## src/wopt_pkg.sv

```systemverilog
// Constants, register map and types of the wait one-shot PWM timer.
package wopt_pkg;
  // Register indices; byte address is four times the index.
  localparam logic [9:0] IDX_MODE = 10'h120;
  localparam logic [9:0] IDX_CTRL1 = 10'h121;
  localparam logic [9:0] IDX_TRIG = 10'h122;
  localparam logic [9:0] IDX_IEN = 10'h123;
  localparam logic [9:0] IDX_STAT = 10'h124;
  localparam logic [9:0] IDX_IRQC = 10'h125;
  localparam logic [9:0] IDX_CNT = 10'h126;
  localparam logic [9:0] IDX_GRA = 10'h128;
  localparam logic [9:0] IDX_GRB = 10'h129;
  localparam logic [9:0] IDX_GRC = 10'h12a;
  localparam logic [9:0] IDX_GRD = 10'h12b;
  // Mode register fields.
  localparam int MODE_RUN = 0;
  localparam int MODE_BFD = 1;
  // Output and clock control fields.
  localparam int C1_OUTB = 1;
  localparam int C1_CKLO = 4;
  localparam int C1_CKHI = 6;
  localparam int C1_CLEAR_ON_PERIOD_SEL = 7;
  localparam logic [7:0] C1_RST = 8'h00;
  // Trigger control fields.
  localparam int TRG_EDLO = 0;
  localparam int TRG_EDHI = 1;
  localparam int TRG_STOP = 2;
  localparam logic [1:0] EDGE_OFF = 2'h0;
  localparam logic [1:0] EDGE_RISE = 2'h1;
  localparam logic [1:0] EDGE_FALL = 2'h2;
  // Status bits: compare A, B, C, D and overflow.
  localparam int ST_A = 0;
  localparam int ST_B = 1;
  localparam int ST_C = 2;
  localparam int ST_D = 3;
  localparam int ST_OVF = 4;
  localparam int NSRC = 5;
  // Count source codes.
  localparam logic [2:0] CK_F1 = 3'h0;
  localparam logic [2:0] CK_F2 = 3'h1;
  localparam logic [2:0] CK_F4 = 3'h2;
  localparam logic [2:0] CK_F8 = 3'h3;
  localparam logic [2:0] CK_F32 = 3'h4;
  localparam logic [2:0] CK_EXT = 3'h5;
  localparam logic [2:0] CK_OSC = 3'h6;
  localparam logic [15:0] GR_RST = 16'hffff;
  localparam logic [15:0] CNT_MAX = 16'hffff;
  typedef enum logic [1:0] {
    ST_IDLE = 2'h0,
    ST_ARMED = 2'h1,
    ST_COUNT = 2'h3
  } wopt_state_t;
endpackage

```

## src/wopt_timer.sv

```systemverilog
// Wait one-shot PWM timer with APB register access.
//
// Decided for this implementation: register access over APB.
module wopt_timer (
  // Clock and reset.
  input wire logic I_CLOCK,
  input wire logic I_SYS_RST,
  // APB slave.
  input wire logic I_PSEL,
  input wire logic I_PENABLE,
  input wire logic I_PWRITE,
  input wire logic [11:0] I_PADDR,
  input wire logic [31:0] I_PWDATA,
  output logic [31:0] O_PRDATA,
  output logic O_PREADY,
  output logic O_PSLVERR,
  // Pins.
  input wire logic I_TRIG_IN,
  input wire logic I_EXT_COUNT_CLK,
  output logic O_PWM_OUT,
  output logic O_IRQ_REQ
);

  ////////////////////////////////////////////////////////////////////////////
  // Address decode.

  function automatic logic hit(input logic [11:0] a, input logic [9:0] idx);
    hit = (a[11:2] == idx);
  endfunction

  logic pready_r;
  logic [31:0] prdata_r;
  logic pslverr_r;
  logic wr;
  logic [31:0] rdata_nxt;
  logic err_nxt;
  logic we_mode, we_c1, we_trig, we_ien, we_st, we_cnt;
  logic we_a, we_b, we_c, we_d;
  logic run_r, bfd_r;
  logic [7:0] c1_r;
  logic [2:0] trig_r;
  logic [wopt_pkg::NSRC-1:0] ien_r, st_r, st_set;
  logic irq_r;
  logic [15:0] cnt_r, gra_r, grb_r, grc_r, grd_r;
  logic out_r;
  wopt_pkg::wopt_state_t state_r;

  assign wr = I_PSEL & I_PENABLE & pready_r & I_PWRITE;
  assign we_mode = wr & hit(I_PADDR, wopt_pkg::IDX_MODE);
  assign we_c1 = wr & hit(I_PADDR, wopt_pkg::IDX_CTRL1);
  assign we_trig = wr & hit(I_PADDR, wopt_pkg::IDX_TRIG);
  assign we_ien = wr & hit(I_PADDR, wopt_pkg::IDX_IEN);
  assign we_st = wr & hit(I_PADDR, wopt_pkg::IDX_STAT);
  assign we_cnt = wr & hit(I_PADDR, wopt_pkg::IDX_CNT);
  assign we_a = wr & hit(I_PADDR, wopt_pkg::IDX_GRA);
  assign we_b = wr & hit(I_PADDR, wopt_pkg::IDX_GRB);
  assign we_c = wr & hit(I_PADDR, wopt_pkg::IDX_GRC);
  assign we_d = wr & hit(I_PADDR, wopt_pkg::IDX_GRD);

  ////////////////////////////////////////////////////////////////////////////
  // APB answer: one wait-free access phase, data captured at setup.

  always_comb begin
    rdata_nxt = 32'h0;
    err_nxt = 1'b0;
    if (hit(I_PADDR, wopt_pkg::IDX_MODE)) begin
      rdata_nxt[wopt_pkg::MODE_RUN] = run_r;
      rdata_nxt[wopt_pkg::MODE_BFD] = bfd_r;
    end else if (hit(I_PADDR, wopt_pkg::IDX_CTRL1)) begin
      rdata_nxt[7:0] = c1_r;
    end else if (hit(I_PADDR, wopt_pkg::IDX_TRIG)) begin
      rdata_nxt[2:0] = trig_r;
    end else if (hit(I_PADDR, wopt_pkg::IDX_IEN)) begin
      rdata_nxt[wopt_pkg::NSRC-1:0] = ien_r;
    end else if (hit(I_PADDR, wopt_pkg::IDX_STAT)) begin
      rdata_nxt[wopt_pkg::NSRC-1:0] = st_r;
    end else if (hit(I_PADDR, wopt_pkg::IDX_IRQC)) begin
      rdata_nxt[0] = irq_r;
    end else if (hit(I_PADDR, wopt_pkg::IDX_CNT)) begin
      rdata_nxt[15:0] = cnt_r;
    end else if (hit(I_PADDR, wopt_pkg::IDX_GRA)) begin
      rdata_nxt[15:0] = gra_r;
    end else if (hit(I_PADDR, wopt_pkg::IDX_GRB)) begin
      rdata_nxt[15:0] = grb_r;
    end else if (hit(I_PADDR, wopt_pkg::IDX_GRC)) begin
      rdata_nxt[15:0] = grc_r;
    end else if (hit(I_PADDR, wopt_pkg::IDX_GRD)) begin
      rdata_nxt[15:0] = grd_r;
    end else begin
      err_nxt = 1'b1;
    end
  end

  always_ff @(posedge I_CLOCK) begin
    if (I_SYS_RST) begin
      pready_r <= 1'b0;
      prdata_r <= 32'h0;
      pslverr_r <= 1'b0;
    end else begin
      pready_r <= I_PSEL & ~I_PENABLE;
      if (I_PSEL & ~I_PENABLE) begin
        prdata_r <= I_PWRITE ? 32'h0 : rdata_nxt;
        pslverr_r <= err_nxt;
      end
    end
  end

  ////////////////////////////////////////////////////////////////////////////
  // Pin synchronisers, edge detection and count source.
  // Only the second and third stages feed the edge detectors.

  logic [2:0] trg_s_r, eck_s_r;
  logic [4:0] presc_r;
  logic trg_rise, trg_fall, trg_edge, eck_rise, tick;
  logic [1:0] edsel;

  always_ff @(posedge I_CLOCK) begin
    if (I_SYS_RST) begin
      trg_s_r <= 3'h0;
      eck_s_r <= 3'h0;
      presc_r <= 5'h0;
    end else begin
      trg_s_r <= {trg_s_r[1:0], I_TRIG_IN};
      eck_s_r <= {eck_s_r[1:0], I_EXT_COUNT_CLK};
      presc_r <= presc_r + 5'h1;
    end
  end

  assign edsel = trig_r[wopt_pkg::TRG_EDHI:wopt_pkg::TRG_EDLO];
  assign trg_rise = trg_s_r[1] & ~trg_s_r[2];
  assign trg_fall = ~trg_s_r[1] & trg_s_r[2];
  assign eck_rise = eck_s_r[1] & ~eck_s_r[2];

  always_comb begin
    case (edsel)
      wopt_pkg::EDGE_OFF: trg_edge = 1'b0;
      wopt_pkg::EDGE_RISE: trg_edge = trg_rise;
      wopt_pkg::EDGE_FALL: trg_edge = trg_fall;
      default: trg_edge = trg_rise | trg_fall;
    endcase
  end

  always_comb begin
    case (c1_r[wopt_pkg::C1_CKHI:wopt_pkg::C1_CKLO])
      wopt_pkg::CK_F1: tick = 1'b1;
      wopt_pkg::CK_F2: tick = presc_r[0];
      wopt_pkg::CK_F4: tick = &presc_r[1:0];
      wopt_pkg::CK_F8: tick = &presc_r[2:0];
      wopt_pkg::CK_F32: tick = &presc_r;
      wopt_pkg::CK_EXT: tick = eck_rise;
      // The fast oscillator runs at the system clock rate in this block.
      wopt_pkg::CK_OSC: tick = 1'b1;
      default: tick = 1'b0;
    endcase
  end

  ////////////////////////////////////////////////////////////////////////////
  // Compare events.

  logic adv, m_a, m_b, m_c, m_d, ovf, clr_sel, stop_sel, sel_b, immed, trg_go;

  assign adv = (state_r == wopt_pkg::ST_COUNT) & tick;
  assign m_a = adv & (cnt_r == gra_r);
  assign m_b = adv & (cnt_r == grb_r);
  assign m_c = adv & (cnt_r == grc_r);
  assign m_d = adv & (cnt_r == grd_r);
  assign ovf = adv & (cnt_r == wopt_pkg::CNT_MAX);
  assign clr_sel = c1_r[wopt_pkg::C1_CLEAR_ON_PERIOD_SEL];
  assign stop_sel = trig_r[wopt_pkg::TRG_STOP];
  assign sel_b = c1_r[wopt_pkg::C1_OUTB];
  assign immed = (edsel == wopt_pkg::EDGE_OFF) | ~stop_sel;
  // A trigger is honoured only while armed; edges during a count are ignored.
  assign trg_go = (state_r == wopt_pkg::ST_ARMED) & trg_edge;

  ////////////////////////////////////////////////////////////////////////////
  // Control registers.

  always_ff @(posedge I_CLOCK) begin
    if (I_SYS_RST) begin
      c1_r <= wopt_pkg::C1_RST;
      trig_r <= 3'h0;
      ien_r <= '0;
      bfd_r <= 1'b0;
    end else begin
      if (we_c1) c1_r <= I_PWDATA[7:0];
      if (we_trig) trig_r <= I_PWDATA[2:0];
      if (we_ien) ien_r <= I_PWDATA[wopt_pkg::NSRC-1:0];
      if (we_mode) bfd_r <= I_PWDATA[wopt_pkg::MODE_BFD];
    end
  end

  // Mode register write takes precedence over a coinciding period stop.
  always_ff @(posedge I_CLOCK) begin
    if (I_SYS_RST) begin
      state_r <= wopt_pkg::ST_IDLE;
      run_r <= 1'b0;
    end else if (we_mode) begin
      run_r <= I_PWDATA[wopt_pkg::MODE_RUN];
      if (!I_PWDATA[wopt_pkg::MODE_RUN]) begin
        state_r <= wopt_pkg::ST_IDLE;
      end else if (state_r != wopt_pkg::ST_COUNT) begin
        state_r <= immed ? wopt_pkg::ST_COUNT : wopt_pkg::ST_ARMED;
      end
    end else if (m_a & stop_sel) begin
      state_r <= wopt_pkg::ST_IDLE;
      run_r <= 1'b0;
    end else if (trg_go) begin
      state_r <= wopt_pkg::ST_COUNT;
    end
  end

  ////////////////////////////////////////////////////////////////////////////
  // Counter and compare registers.
  // A software stop still takes the tick of its own edge; the count is frozen after it.

  always_ff @(posedge I_CLOCK) begin
    if (I_SYS_RST) begin
      cnt_r <= 16'h0;
    end else if (m_a & clr_sel) begin
      cnt_r <= 16'h0;
    end else if (we_cnt) begin
      cnt_r <= I_PWDATA[15:0];
    end else if (trg_go) begin
      cnt_r <= 16'h0;
    end else if (adv) begin
      cnt_r <= cnt_r + 16'h1;
    end
  end

  always_ff @(posedge I_CLOCK) begin
    if (I_SYS_RST) begin
      gra_r <= wopt_pkg::GR_RST;
      grb_r <= wopt_pkg::GR_RST;
      grc_r <= wopt_pkg::GR_RST;
      grd_r <= wopt_pkg::GR_RST;
    end else begin
      if (we_a) gra_r <= I_PWDATA[15:0];
      if (we_b) begin
        grb_r <= I_PWDATA[15:0];
      end else if (bfd_r & m_a) begin
        grb_r <= grd_r;
      end
      if (we_c) grc_r <= I_PWDATA[15:0];
      if (we_d) grd_r <= I_PWDATA[15:0];
    end
  end

  ////////////////////////////////////////////////////////////////////////////
  // Output pin.

  always_ff @(posedge I_CLOCK) begin
    if (I_SYS_RST) begin
      out_r <= 1'b0;
    end else if (we_c1) begin
      out_r <= I_PWDATA[wopt_pkg::C1_OUTB];
    end else if (we_mode & ~I_PWDATA[wopt_pkg::MODE_RUN]) begin
      out_r <= sel_b;
    end else if (m_a & stop_sel) begin
      out_r <= sel_b;
    end else if (m_b) begin
      out_r <= sel_b;
    end else if (m_c) begin
      out_r <= ~sel_b;
    end
  end

  ////////////////////////////////////////////////////////////////////////////
  // Status, enable and merged request; a hardware set beats a clear.

  assign st_set = {ovf, m_d, m_c, m_b, m_a};

  always_ff @(posedge I_CLOCK) begin
    if (I_SYS_RST) begin
      st_r <= '0;
      irq_r <= 1'b0;
    end else begin
      st_r <= (we_st ? (st_r & I_PWDATA[wopt_pkg::NSRC-1:0]) : st_r) | st_set;
      irq_r <= |(st_r & ien_r);
    end
  end

  assign O_PRDATA = prdata_r;
  assign O_PREADY = pready_r;
  assign O_PSLVERR = pslverr_r;
  assign O_PWM_OUT = out_r;
  assign O_IRQ_REQ = irq_r;
endmodule // wopt_timer

```

## config.mk

```make
export PLATFORM = sky130hd
export DESIGN_NAME = wopt_timer
export DESIGN_NICKNAME = d
export VERILOG_FILES = /design/src/wopt_pkg.sv /design/src/wopt_timer.sv
export SDC_FILE = /design/constraint.sdc
export NUM_CORES = 1
export LEC_CHECK = 0
export ABC_AREA = 1
export CELL_PAD_IN_SITES_DETAIL_PLACEMENT = 1
export CELL_PAD_IN_SITES_GLOBAL_PLACEMENT = 1
export CORE_ASPECT_RATIO = 0.9
export CORE_MARGIN = 2
export CORE_UTILIZATION = 42
export CTS_BUF_LIST = sky130_fd_sc_hd__clkbuf_16
export DETAILED_ROUTE_END_ITERATION = 10
export DONT_BUFFER_PORTS = 1
export PLACE_DENSITY = 0.82
export SETUP_SLACK_MARGIN = 0.2
export SLEW_MARGIN = 15
export SYNTH_ARGS = -nofsm -noshare
export SYNTH_HDL_FRONTEND = slang
export SYNTH_SLANG_ARGS = --single-unit
```

## constraint.sdc

```tcl
create_clock -name I_CLOCK -period 2.1 [get_ports I_CLOCK]
set_input_delay 0 -clock I_CLOCK [delete_from_list [all_inputs] [get_ports I_CLOCK]]
set_output_delay 0 -clock I_CLOCK [all_outputs]
set_load 0.005 [all_outputs]
```

# Word-level counts from Yosys, hierarchy flattened
# Cells that the tools add are included.
[classes] n_eq_ne=28 bitwise_logic=40 reduce_logical=14 addsub=2 n_mux=61
[op_table] op="2-to-1 mux 16 bit" count=17
[op_table] op="== test 10 x 9 -> 1 bit (second input constant)" count=11
[op_table] op="2-to-1 mux 15 bit" count=6
[op_table] op="== test 16 bit" count=4
[op_table] op="AND 1 bit" count=28
[op_table] op="2-to-1 mux 11 bit" count=2
[op_table] op="2-to-1 mux 1 bit" count=19
[op_table] op="adder 16 x 1 -> 16 bit (second input constant)" count=1
[op_table] op="== test 16 bit (second input constant)" count=1
[op_table] op="2-to-1 mux 8 bit" count=2
[op_table] op="2-to-1 mux 5 bit" count=3
[op_table] op="2-to-1 mux 14 bit" count=1
[op_table] op="2-to-1 mux 2 bit" count=7
[op_table] op="2-to-1 mux 13 bit" count=1
[op_table] op="AND 5 bit" count=2
[op_table] op="== test 3 bit (second input constant)" count=3
[op_table] op="NOT 1 bit" count=7
[op_table] op="== test 3 x 2 -> 1 bit (second input constant)" count=2
[op_table] op="case mux 1 bit (6 select lines)" count=1
[op_table] op="nonzero test 3 bit" count=2
[op_table] op="adder 5 x 1 -> 5 bit (second input constant)" count=1
[op_table] op="bitwise OR 5 bit" count=1
[op_table] op="AND reduction 5 bit" count=1
[op_table] op="nonzero test 5 bit" count=1
[op_table] op="other kinds (15)" count=21
[word_totals] elab_cells=165 in_bits=51 regBits=152

# Depth between registers and ports, before layout
# Gate-level depths: netlist of run 1.
[logic_depth] ltp_word=24 mapped_depth=15 mapped_depth_nobuf=14

# Least setup slack after synthesis of run 1
# No wires, ideal clock.
[synth_timing] path_type="reg-to-reg" from="register presc_r[0]" to="register cnt_r[10]" n_path_buf=1 slack_ns=0.136 period_less_slack_ns=1.964 path_stages_with_launch=13 setup_time_ns=0.117 arrival_time_ns=1.848 path_cell_list="dfxtp_1 -> ha_1 -> and3_1 -> ha_1 -> o22ai_1 -> nand3_1 -> nand3_1 -> inv_2 -> nor2_2 -> clkinv_2 -> buf_4 -> o21ai_0 -> nor2_1"
[synth_between] elab_chain_len=6 elab_cells_between_ends=9 classes_between="1 x mux; 3 x bitwise; 5 x reduce/logical"
[synth_lines] item="start: declaration" line="wopt_timer.sv:113" text="logic [4:0] presc_r;"
[synth_lines] item="start signal: assignment" line="wopt_timer.sv:125" text="presc_r <= presc_r + 5'h1;"
[synth_lines] item="AND reduction 5 bit (tied with other cells)" line="wopt_timer.sv:149" text="wopt_pkg::CK_F32: tick = &presc_r;"
[synth_lines] item="case mux 1 bit (6 select lines) (*)" line="wopt_timer.sv:144" text="case (c1_r[wopt_pkg::C1_CKHI:wopt_pkg::C1_CKLO])"
[synth_lines] item="AND 1 bit (*)" line="wopt_timer.sv:162" text="assign adv = (state_r == wopt_pkg::ST_COUNT) & tick;"
[synth_lines] item="AND 1 bit" line="wopt_timer.sv:163" text="assign m_a = adv & (cnt_r == gra_r);"
[synth_lines] item="AND 1 bit" line="wopt_timer.sv:219" text="end else if (m_a & clr_sel) begin"
[synth_lines] item="OR reduction 2 bit (no line)"
[synth_lines] item="end signal: assignment" line="wopt_timer.sv:222" text="cnt_r <= I_PWDATA[15:0];"
[synth_lines] item="end signal: assignment" line="wopt_timer.sv:226" text="cnt_r <= cnt_r + 16'h1;"
[synth_lines] item="end: declaration" line="wopt_timer.sv:44" text="logic [15:0] cnt_r, gra_r, grb_r, grc_r, grd_r;"
# Every way passes the cells marked *; elsewhere a longest branch is shown, timed or not.
# A chain may end at the register's enable or synchronous reset.

# Final worst setup path of run 1
[layout_timing] from="register presc_r[1]" to="register cnt_r[7]"
# Same word-level chain as after synthesis.

==> results of run 1 <==
==> area by class of cell <==
type | count | area (µm²)
clock inverters | 15 | 175
multi-input cells | 791 | 4530
repair inverters | 1 | 11.3
flip-flops and latches | 136 | 2730
clock buffers | 17 | 425
fillers | 2261 | 8630
well taps | 245 | 307
repair buffers | 97 | 951
inverters | 120 | 472
==> routing by layer <==
layer  global-route usage (%)  vias up  wire, µm
met2                     52.5      800     16700
met4                     14.5        0      3130
met1                     41.5     4372     13800
met5                        0        -         0
met3                     7.93      314      4850
li1                         -     3760         -
==> timing repair <==
item / CTS / global route
endpoints found under the setup margin: 37 / 40
setup buffers: 8 / 13
hold buffers: 26 / 0
endpoints found under the hold margin: 133 / 0
gates resized for setup: 32 / 82
gates cloned: 0 / 3
pin swaps: 7 / 16
==> kinds of logic (layout without fill, tap and decap cells) <==
logic type	after synthesis	after routing	share of synthesized area, %
flops	136	136	35.2
simple gates	475	475	28.1
other cells	1	16	0.0485
xor+xnor	48	48	5.44
buf+inv	191	250	11.1
fa+ha+maj	6	6	0.971
compound gates	246	246	19.1
==> layout by cell type (no fill, tap or decap), types with 6 or more instances in the layout <==
| cell type | count |
|---|---|
| nand2_1 | 243 |
| dfxtp_1 | 128 |
| inv_1 | 103 |
| a21oi_1 | 79 |
| nor2_1 | 69 |
| o211ai_1 | 62 |
| buf_4 | 56 |
| nand3_1 | 49 |
| o21ai_0 | 44 |
| xor2_1 | 34 |
| nand4_1 | 26 |
| dlygate4sd3_1 | 25 |
| nand2_2 | 19 |
| clkbuf_16 | 19 |
| conb_1 | 16 |
| nor3_1 | 14 |
| xnor2_1 | 14 |
| inv_2 | 13 |
| nor2_2 | 12 |
| nor2_4 | 12 |
| o21ai_2 | 12 |
| a21oi_2 | 10 |
| dfxtp_2 | 8 |
| nand2_4 | 7 |
| a211oi_1 | 7 |
| buf_12 | 7 |
| clkinvlp_4 | 6 |
| a31oi_1 | 6 |
| o22ai_1 | 6 |
==> power groups by stage <==
stage | Combinational [W] | Sequential (W) | Clock (W)
finish | 0.000286 | 0.00260 | 0.00319
CTS | 0.000247 | 0.00260 | 0.00316
detailed placement | 0.000173 | 0.00266 | 0
global route | 0.000300 | 0.00260 | 0.00329
global placement | 0.000169 | 0.00265 | 0
floorplan | 0.000148 | 0.00265 | 0
==> state kept, by name (all words and copies together) (netlist names), 8 cells and up <==
register	cells
grc_r	16
c1_r	8
grb_r	16
grd_r	16
O_PRDATA	16
gra_r	16
cnt_r	16
==> through the flow <==
step           setup TNS (ns)  instance area (µm²)
6_report                -1.38                 9600
5_1_grt                 -2.87                 9600
4_1_cts                     0                 9140
3_5_place_dp            -2.04                 8090
3_3_place_gp          -0.0501                 8090
2_1_floorplan               0                 7800
==> worst register-to-register path, stage by stage (launching register included) <==
cell and delay (ns):
dfxtp_2 0.35, ha_4 0.15, and3_4 0.20, ha_4 0.14, o22ai_4 0.07, nand3_2 0.12
nand3_4 0.13, buf_4 0.17, buf_4 0.13, buf_4 0.15, o31ai_2 0.41, a21oi_2 0.14
==> how the worst min path moves through the flow <==
stage                          from         end  slack, ns  cells past startpoint
global route                 I_PSEL    cnt_r[7]       0.03                      4
floorplan           I_EXT_COUNT_CLK  eck_s_r[0]       0.11                      2
global placement          I_SYS_RST  presc_r[0]       0.07                      1
detailed placement        I_SYS_RST  presc_r[0]       0.07                      1
CTS                      I_PADDR[4]       bfd_r      0.009                      5
finish                    I_PENABLE    O_PREADY       0.02                      4
==> metrics.cfg, run 1 <==
[logic_synthesis]
synth_flop_cell=dfxtp_1
synth_edf_count=0
synthCells=1103
ys_types=49
synthTopCellsByArea=dfxtp_1, nand2_1, o211ai_1, a21oi_1, inv_1
synth_top_area_cell=dfxtp_1
synth_most_common_cell=nand2_1
ys.warnings.count=0
synthTopCellsByCount=nand2_1, dfxtp_1, inv_1
netlist_area_um2=7730
ys_async_sr_fraction_pct=0
ys_seq_area_share_pct=35.2
ys_seq_elements=136
synth_top_area_share_pct=35.2
synth_area_per_cell_um2=7.01

[place]
gp_congestion=0.915
pre_cts_slack_ns=-0.169
place_hpwl_um=21100
placedCellCount=1340
io_buffers=0

[setup_path]
critical_path_peak_fanout=3
r2r_start=presc_r[1]
cp_num_cells=11
crit_end=cnt_r[7]
r2r_slack_ns=-0.18
cp_slowest_stage_delay_ns=0.41
reg2reg_depth=11
required_ns=2.42
cp-end-kind=flip-flop
crit_path_start=presc_r[1]
worstPathCellList=ha_4, and3_4, ha_4, o22ai_4, nand3_2, nand3_4, buf_4, buf_4, buf_4, o31ai_2, a21oi_2
r2r-end=cnt_r[7]
cp_num_buf_inv=3
setup.worst_path.class=reg2reg
path_common_cell=buf_4
worstSetupStartpointType=flip-flop
worstPathArrival_ns=2.60
critPathTopFamily=compound AO/OA/AOI/OAI gates
critPathSlowestCell=o31ai_2

[final_layout]
area_growth_pct=24.2
final_cells=1422
post-route-util_pct=52.7
drive_gt1_share_pct=19.2
antenna_cells=0
final_nets=1221

[cts]
numCtsBuffers=17
cts_tree=done
clock_latency_ns=0.45
ctsLongestPathBuffers=2
cts-htree-levels=4
clk_pin_slew_ns=0.06
clkSinkCount=136
cts_root_buf=clkbuf_16

[status]
status=finished, violations left
violations=negative setup slack

[timing]
clock-skew-final_ns=0.0189
final-max-slew-violation-count=0
setup_violations=28
finalHoldViolations=0
setup_ws_ns=-0.177
max_clock_freq_mhz=439
tightestPinTransition_ns=0.821
hold_ws_ns=0.0191
max_slew_margin_pct=45.2
fin_crit_sh_pct=108
rsz0062_at_grt=true
period_needed_ns=2.28

[power]
p_leak_nw=4.10
p_clk_share_pct=52.5
share_comb_of_total_power_pct=4.7
ir_drop_uv=590
seqPwrFrac_pct=42.8
totalPowerFinal_w=0.00608
p_sw_share_pct=25.3
p_per_area_nw_per_um2=633
power.switching_w=0.00154
p_int_w=0.00454

[floorplanning]
die_y_um=133
die-area_um2=19500
coreArea_um2=18200
io_pins=87
initial_utilization_pct=42.4
rows=47
die_x_um=147

[route]
firstDrtPassIters=6
drt.antenna.violating_nets=0
avgViaCountPerCell=6.50
drcViolationCount=0
drt_iter0_drc=1325
vias=9246
wire_per_inst_um=27.1
finalWirelength_um=38500

[grt]
antenna_found_initial=1
grt_max_degree=49
grt_pass1_vias=8604
grt_usage_pct=32.6
grt_pass1_wl_um=49100
grt_overflow=0

[hold_path]
hp-class=in2reg

[run]
max-cap-violations=0

Power figures use the tool's default switching activity.
==> run 2, diff against run 1 <==
CORE_UTILIZATION = 50   (was 42)
PLACE_DENSITY = 0.91   (was 0.82)
clock period = 2.8 ns   (was 2.1 ns; I/O delays follow)
==> metrics.cfg, run 2 (synthesis gave the netlist of run 1 again) <==
[status]
status=finished, final reports clean

[grt]
grt_usage_pct=39.8  ; +7.2 points
grt_overflow=0  ; unchanged
grt_pass1_wl_um=49400  ; +0.45%
grt_max_degree=43  ; -12%
antenna_found_initial=2  ; +1
grt_pass1_vias=8818  ; +2.5%

[floorplanning]
coreArea_um2=15300  ; -16%
io_pins=87  ; unchanged
rows=43  ; -8.5%
initial_utilization_pct=50.6  ; +8.2 points
die-area_um2=16500  ; -16%
die_x_um=135  ; -8.1%
die_y_um=122  ; -8.1%

[cts]
clk_pin_slew_ns=0.06  ; about the same
cts_tree=done
clock_latency_ns=0.44  ; about the same
cts-htree-levels=4  ; unchanged
ctsLongestPathBuffers=2  ; unchanged
numCtsBuffers=17  ; unchanged
clkSinkCount=136  ; unchanged
cts_root_buf=clkbuf_16

[setup_path]
path_common_cell=nand4_1
worstPathArrival_ns=2.94  ; +0.34 ns
critPathTopFamily=simple AND/OR/NAND/NOR gates
critical_path_peak_fanout=9  ; +6
r2r_slack_ns=0.14  ; +0.32 ns
r2r_start=cnt_r[14]
cp_num_buf_inv=2  ; -1
cp_slowest_stage_delay_ns=0.42  ; about the same
reg2reg_depth=11  ; unchanged
worstPathCellList=inv_1, nor2_1, nor3_1, nand4_1, nor2_2, nand2_4, nor2_8, nor2_4, buf_12, nand2_1, nand4_1
r2r-end=grb_r[3]
setup.worst_path.class=reg2reg
critPathSlowestCell=dfxtp_1
cp-end-kind=flip-flop
worstSetupStartpointType=flip-flop
crit_path_start=cnt_r[14]
required_ns=3.07  ; +0.65 ns

[route]
drt.antenna.violating_nets=0  ; unchanged
vias=8862  ; -4.2%
drcViolationCount=0  ; unchanged
firstDrtPassIters=6  ; unchanged
wire_per_inst_um=25.8  ; -4.6%
avgViaCountPerCell=6.68  ; +2.7%
finalWirelength_um=34300  ; -11%
drt_iter0_drc=1507  ; +14%

[hold_path]
hold_end=O_PRDATA[3]
hp-class=in2reg
hold_depth=6  ; +2
holdCritStartpoint=I_PADDR[3]

[timing]
setup_violations=0  ; -100%
final-max-slew-violation-count=0  ; unchanged
hold_ws_ns=0.0676  ; +0.0485 ns
rsz0062_at_grt=true
tightestPinTransition_ns=1.12  ; +0.297 ns
fin_crit_sh_pct=95.0  ; -13 points
period_needed_ns=2.66  ; +0.384 ns
final.setup.tns_ns=0  ; +1.38 ns
max_slew_margin_pct=25.5  ; -20 points
clock-skew-final_ns=0.00930  ; -0.00962 ns
max_clock_freq_mhz=376  ; -14%
finalHoldViolations=0  ; unchanged

[power]
p_per_area_nw_per_um2=519  ; -18%
p_leak_nw=3.81  ; -7.1%
ir_drop_uv=482  ; -18%

[final_layout]
area_growth_pct=12.1
final_nets=1170  ; -4.2%
mostFrequentLayoutCell=nand2_1
most-common-layout-cells=nand2_1, dfxtp_1, inv_1, a21oi_1, nor2_1
drive_gt1_share_pct=9.79  ; -9.4 points

[run]
max-cap-violations=0  ; unchanged

[place]
place_hpwl_um=19900  ; -5.5%
gp_congestion=0.946  ; +3.4%
io_buffers=0  ; unchanged

run 2: stage by stage:
| step | cell area, µm² | util (%) | worst slack (ns) | total power (W) | std cells |
|---|---|---|---|---|---|
| 2_1_floorplan | 7790 | - | 0.836 | 0.00210 | 1118 |
| 6_report | 8670 | 56.7 | 0.139 | 0.00450 | 1327 |
| 3_3_place_gp | 7790 | 51.0 | 0.468 | 0.00211 | 1268 |
| 3_5_place_dp | 7790 | 51.0 | 0.359 | 0.00212 | 1268 |
| 5_1_grt | 8660 | 56.7 | 0.126 | 0.00457 | 1326 |
| 4_1_cts | 8620 | 56.4 | 0.216 | 0.00445 | 1321 |
run 2: tightest hold or removal path, stage by stage:
cell	delay, ns
nand3_1	0.06
nor3_1	0.07
nand2_1	0.06
nand4_1	0.10
nand2_1	0.08
a21oi_1	0.07
run 2: worst max-delay path by stage:
stage	to	slack, ns	cells after the start
4_1_cts	grb_r[3]	0.22	13
2_1_floorplan	cnt_r[10]	0.84	12
5_1_grt	grb_r[3]	0.13	13
3_3_place_gp	grb_r[7]	0.47	13
6_report	grb_r[3]	0.14	11
3_5_place_dp	grb_r[1]	0.36	13
run 2: cell type report:
class	instances	area, µm²
flip-flops and latches	136	2730
clock inverters	13	165
repair buffers	47	433
clock buffers	17	425
diodes	1	2.50
inverters	120	455
well taps	202	253
multi-input cells	791	4210
fillers	1942	6610
run 2: power breakdown:
part	switching, W	internal [W]
Sequential	0.00000551	0.00194
Combinational	0.000138	0.0000464
Clock	0.000907	0.00146
Total	0.00105	0.00345
run 2: metal layers:
metal	vias to the layer above	GRT usage [%]	part of all wire, %
met1	4185	48.6	37
met2	774	61.2	43
met4	2	25.1	7.2
li1	3660	-	-
met3	241	12.0	12
met5	-	0	0.038
run 2: repair_timing:
action / in CTS / in global routing
endpoints found under the setup margin: 1 / 5
endpoints found under the hold margin: 130 / 0
resized for setup: 1 / 3
pin swaps: 0 / 2
hold buffers: 23 / 0
setup buffers: 0 / 5
==> run 3, diff against run 2 <==
ABC_AREA = unset   (was 1)
CORE_UTILIZATION = 52   (was 50)
PLACE_DENSITY = 0.9   (was 0.91)
==> metrics.cfg, run 3 <==
[status]
status=finished, final reports clean

[logic_synthesis]
ys_async_sr_fraction_pct=0  ; unchanged
ys_seq_area_share_pct=35.9  ; +0.74 points
synthCells=884  ; -20%
synth_area_per_cell_um2=8.57  ; +22%
synthTopCellsByArea=dfxtp_1, xnor2_1, mux2i_1, a21oi_1, a211o_1
synth_edf_count=0  ; unchanged
synthTopCellsByCount=dfxtp_1, nor2_1, a21oi_1
ys_seq_elements=136  ; unchanged
ys.warnings.count=0  ; unchanged
ys_types=69  ; +41%
synth_most_common_cell=dfxtp_1
netlist_area_um2=7570  ; -2.1%
synth_top_area_cell=dfxtp_1
synth_flop_cell=dfxtp_1
synth_top_area_share_pct=35.9  ; +0.74 points

[setup_path]
setup.worst_path.class=reg2reg
cp_slowest_stage_delay_ns=0.34  ; -0.08 ns
worstPathArrival_ns=2.87  ; -0.07 ns
reg2reg_depth=10  ; -1
worstSetupStartpointType=flip-flop
cp-end-kind=flip-flop
critical_path_peak_fanout=16  ; +7
worstPathCellList=ha_1, and3_1, ha_1, nor3_1, a21oi_1, o21a_2, and2_1, a21o_1, buf_4, a211oi_1
required_ns=3.10  ; +0.03 ns
path_common_cell=ha_1
critPathSlowestCell=dfxtp_1
critPathTopFamily=compound AO/OA/AOI/OAI gates
cp_num_cells=10  ; -1
cp_num_buf_inv=1  ; -1

[cts]
cts-htree-levels=4  ; unchanged
clkSinkCount=136  ; unchanged
clk_pin_slew_ns=0.06  ; about the same
ctsLongestPathBuffers=2  ; unchanged
numCtsBuffers=17  ; unchanged
cts_tree=done
cts_root_buf=clkbuf_16
clock_latency_ns=0.43  ; about the same

[final_layout]
seqCellArea_um2=2720  ; about the same
final_nets=944  ; -19%
multi_input_area_um2=4450  ; +5.7%
most-common-layout-cells=dfxtp_1, nor2_1, a21oi_1, nand2_1, xnor2_1
fillers=1637  ; -16%
mostFrequentLayoutCell=dfxtp_1
drive_gt1_share_pct=10.9  ; +1.1 points
area_growth_pct=13.8
final_cells=1095  ; -17%

[run]
max-cap-violations=0  ; unchanged

[timing]
clock-skew-final_ns=0.00673  ; -0.00258 ns
max_clock_freq_mhz=389  ; +3.6%
setup_ws_ns=0.231  ; +0.0918 ns
final.setup.tns_ns=0  ; unchanged
rsz0062_at_grt=false
max_slew_margin_pct=42.8  ; +17 points
fin_crit_sh_pct=91.8  ; -3.3 points
period_needed_ns=2.57  ; -0.0918 ns
final-max-slew-violation-count=0  ; unchanged
setup_violations=0  ; unchanged
finalHoldViolations=0  ; unchanged
tightestPinTransition_ns=0.858  ; -0.260 ns

[route]
finalWirelength_um=28700  ; -16%
drt_iter0_drc=838  ; -44%
vias=7321  ; -17%
wire_per_inst_um=26.2  ; +1.5%
drcViolationCount=0  ; unchanged
firstDrtPassIters=5  ; -1
drt.antenna.violating_nets=0  ; unchanged
avgViaCountPerCell=6.69  ; +0.11%

[grt]
grt_usage_pct=36.9  ; -2.9 points
antenna_found_initial=3  ; +1
grt_pass1_wl_um=43800  ; -11%
grt_overflow=0  ; unchanged
grt_max_degree=96  ; +120%
grt_pass1_vias=7383  ; -16%

[floorplanning]
die_y_um=118  ; -2.9%
coreArea_um2=14100  ; -7.7%
initial_utilization_pct=53.7  ; +3.1 points
die-area_um2=15500  ; -5.7%
rows=41  ; -4.7%
die_x_um=131  ; -2.9%
io_pins=87  ; unchanged

[hold_path]
hp-class=in2reg
hold_depth=3  ; -3

[power]
ir_drop_uv=431  ; -11%
p_per_area_nw_per_um2=517  ; -0.45%
p_leak_nw=3.09  ; -19%

[place]
pre_cts_slack_ns=0.281  ; -0.0774 ns
gp_congestion=0.915  ; -3.3%
place_hpwl_um=18200  ; -8.8%
io_buffers=0  ; unchanged
placedCellCount=1030  ; -19%

run 3: kinds of logic after synthesis:
logic type	share of synthesized area, %
and+or+nand+nor	21.2
DFF	35.9
buffers and inverters	6.38
adders and majority gates	0.991
xor gates and xnor gates	7.63
other	0.0495
muxes	7.32
AOI/OAI and AO/OA	20.4
run 3: area by class of cell:
cell class | instances | area share (%)
timing repair buffer | 63 | 6.71
clock buffer | 17 | 4.94
tap | 193 | 2.80
multi-input combinational | 659 | 51.6
clock inverter | 15 | 1.89
antenna | 2 | 0.0581
inverter | 10 | 0.435
sequential | 136 | 31.6
run 3: metal layers:
| layer | share of wire (%) | up-vias | global-route usage [%] | wire (µm) |
|---|---|---|---|---|
| met4 | 3.5 | 2 | 15.1 | 1010 |
| met1 | 40 | 3620 | 47.9 | 11500 |
| met3 | 11 | 90 | 10.9 | 3240 |
| met2 | 45 | 455 | 57.5 | 12900 |
| li1 | - | 3154 | - | - |
| met5 | 0.045 | - | 0 | 13 |
run 3: path summary, 6_finish.rpt:
path         startpoint           end  slack, ns
max          presc_r[0]     cnt_r[13]       0.23
max reg2reg  presc_r[0]     cnt_r[13]       0.23
min reg2reg  trg_s_r[0]    trg_s_r[1]       0.45
min          I_PADDR[2]  O_PRDATA[14]       0.03
run 3: through the flow:
| step | total power (W) | cell area [µm²] | hold slack, ns | util [%] |
|---|---|---|---|---|
| CTS | 0.00445 | 8600 | 0.00170 | 61.0 |
| global route | 0.00455 | 8620 | 0.0319 | 61.1 |
| floorplan | 0.00213 | 7630 | 0.118 | - |
| finish | 0.00446 | 8620 | 0.0305 | 61.1 |
| detailed placement | 0.00211 | 7690 | 0.0909 | 54.5 |
| global placement | 0.00210 | 7690 | 0.0829 | 54.5 |
run 3: worst register-to-register path, delay by kind of cell, from the launching register on:
family / cells / cell delay [ns]
compound gates: 4 / 0.91
fa+ha+maj: 2 / 0.42
buf+inv: 1 / 0.22
flops: 1 / 0.34
simple gates: 3 / 0.58
run 3: power breakdown:
| part | internal (W) | switching, W |
|---|---|---|
| clock | 0.00139 | 0.000902 |
| sequential | 0.00194 | 0.00000555 |
| combinational | 0.0000778 | 0.000139 |
run 3: timing repair:
item                                    in CTS  in global routing
setup buffers                                0                  1
endpoints found under the setup margin       0                  5
hold buffers                                30                  0
resized for setup                            0                  2
hold endpoints to repair                   131                  0
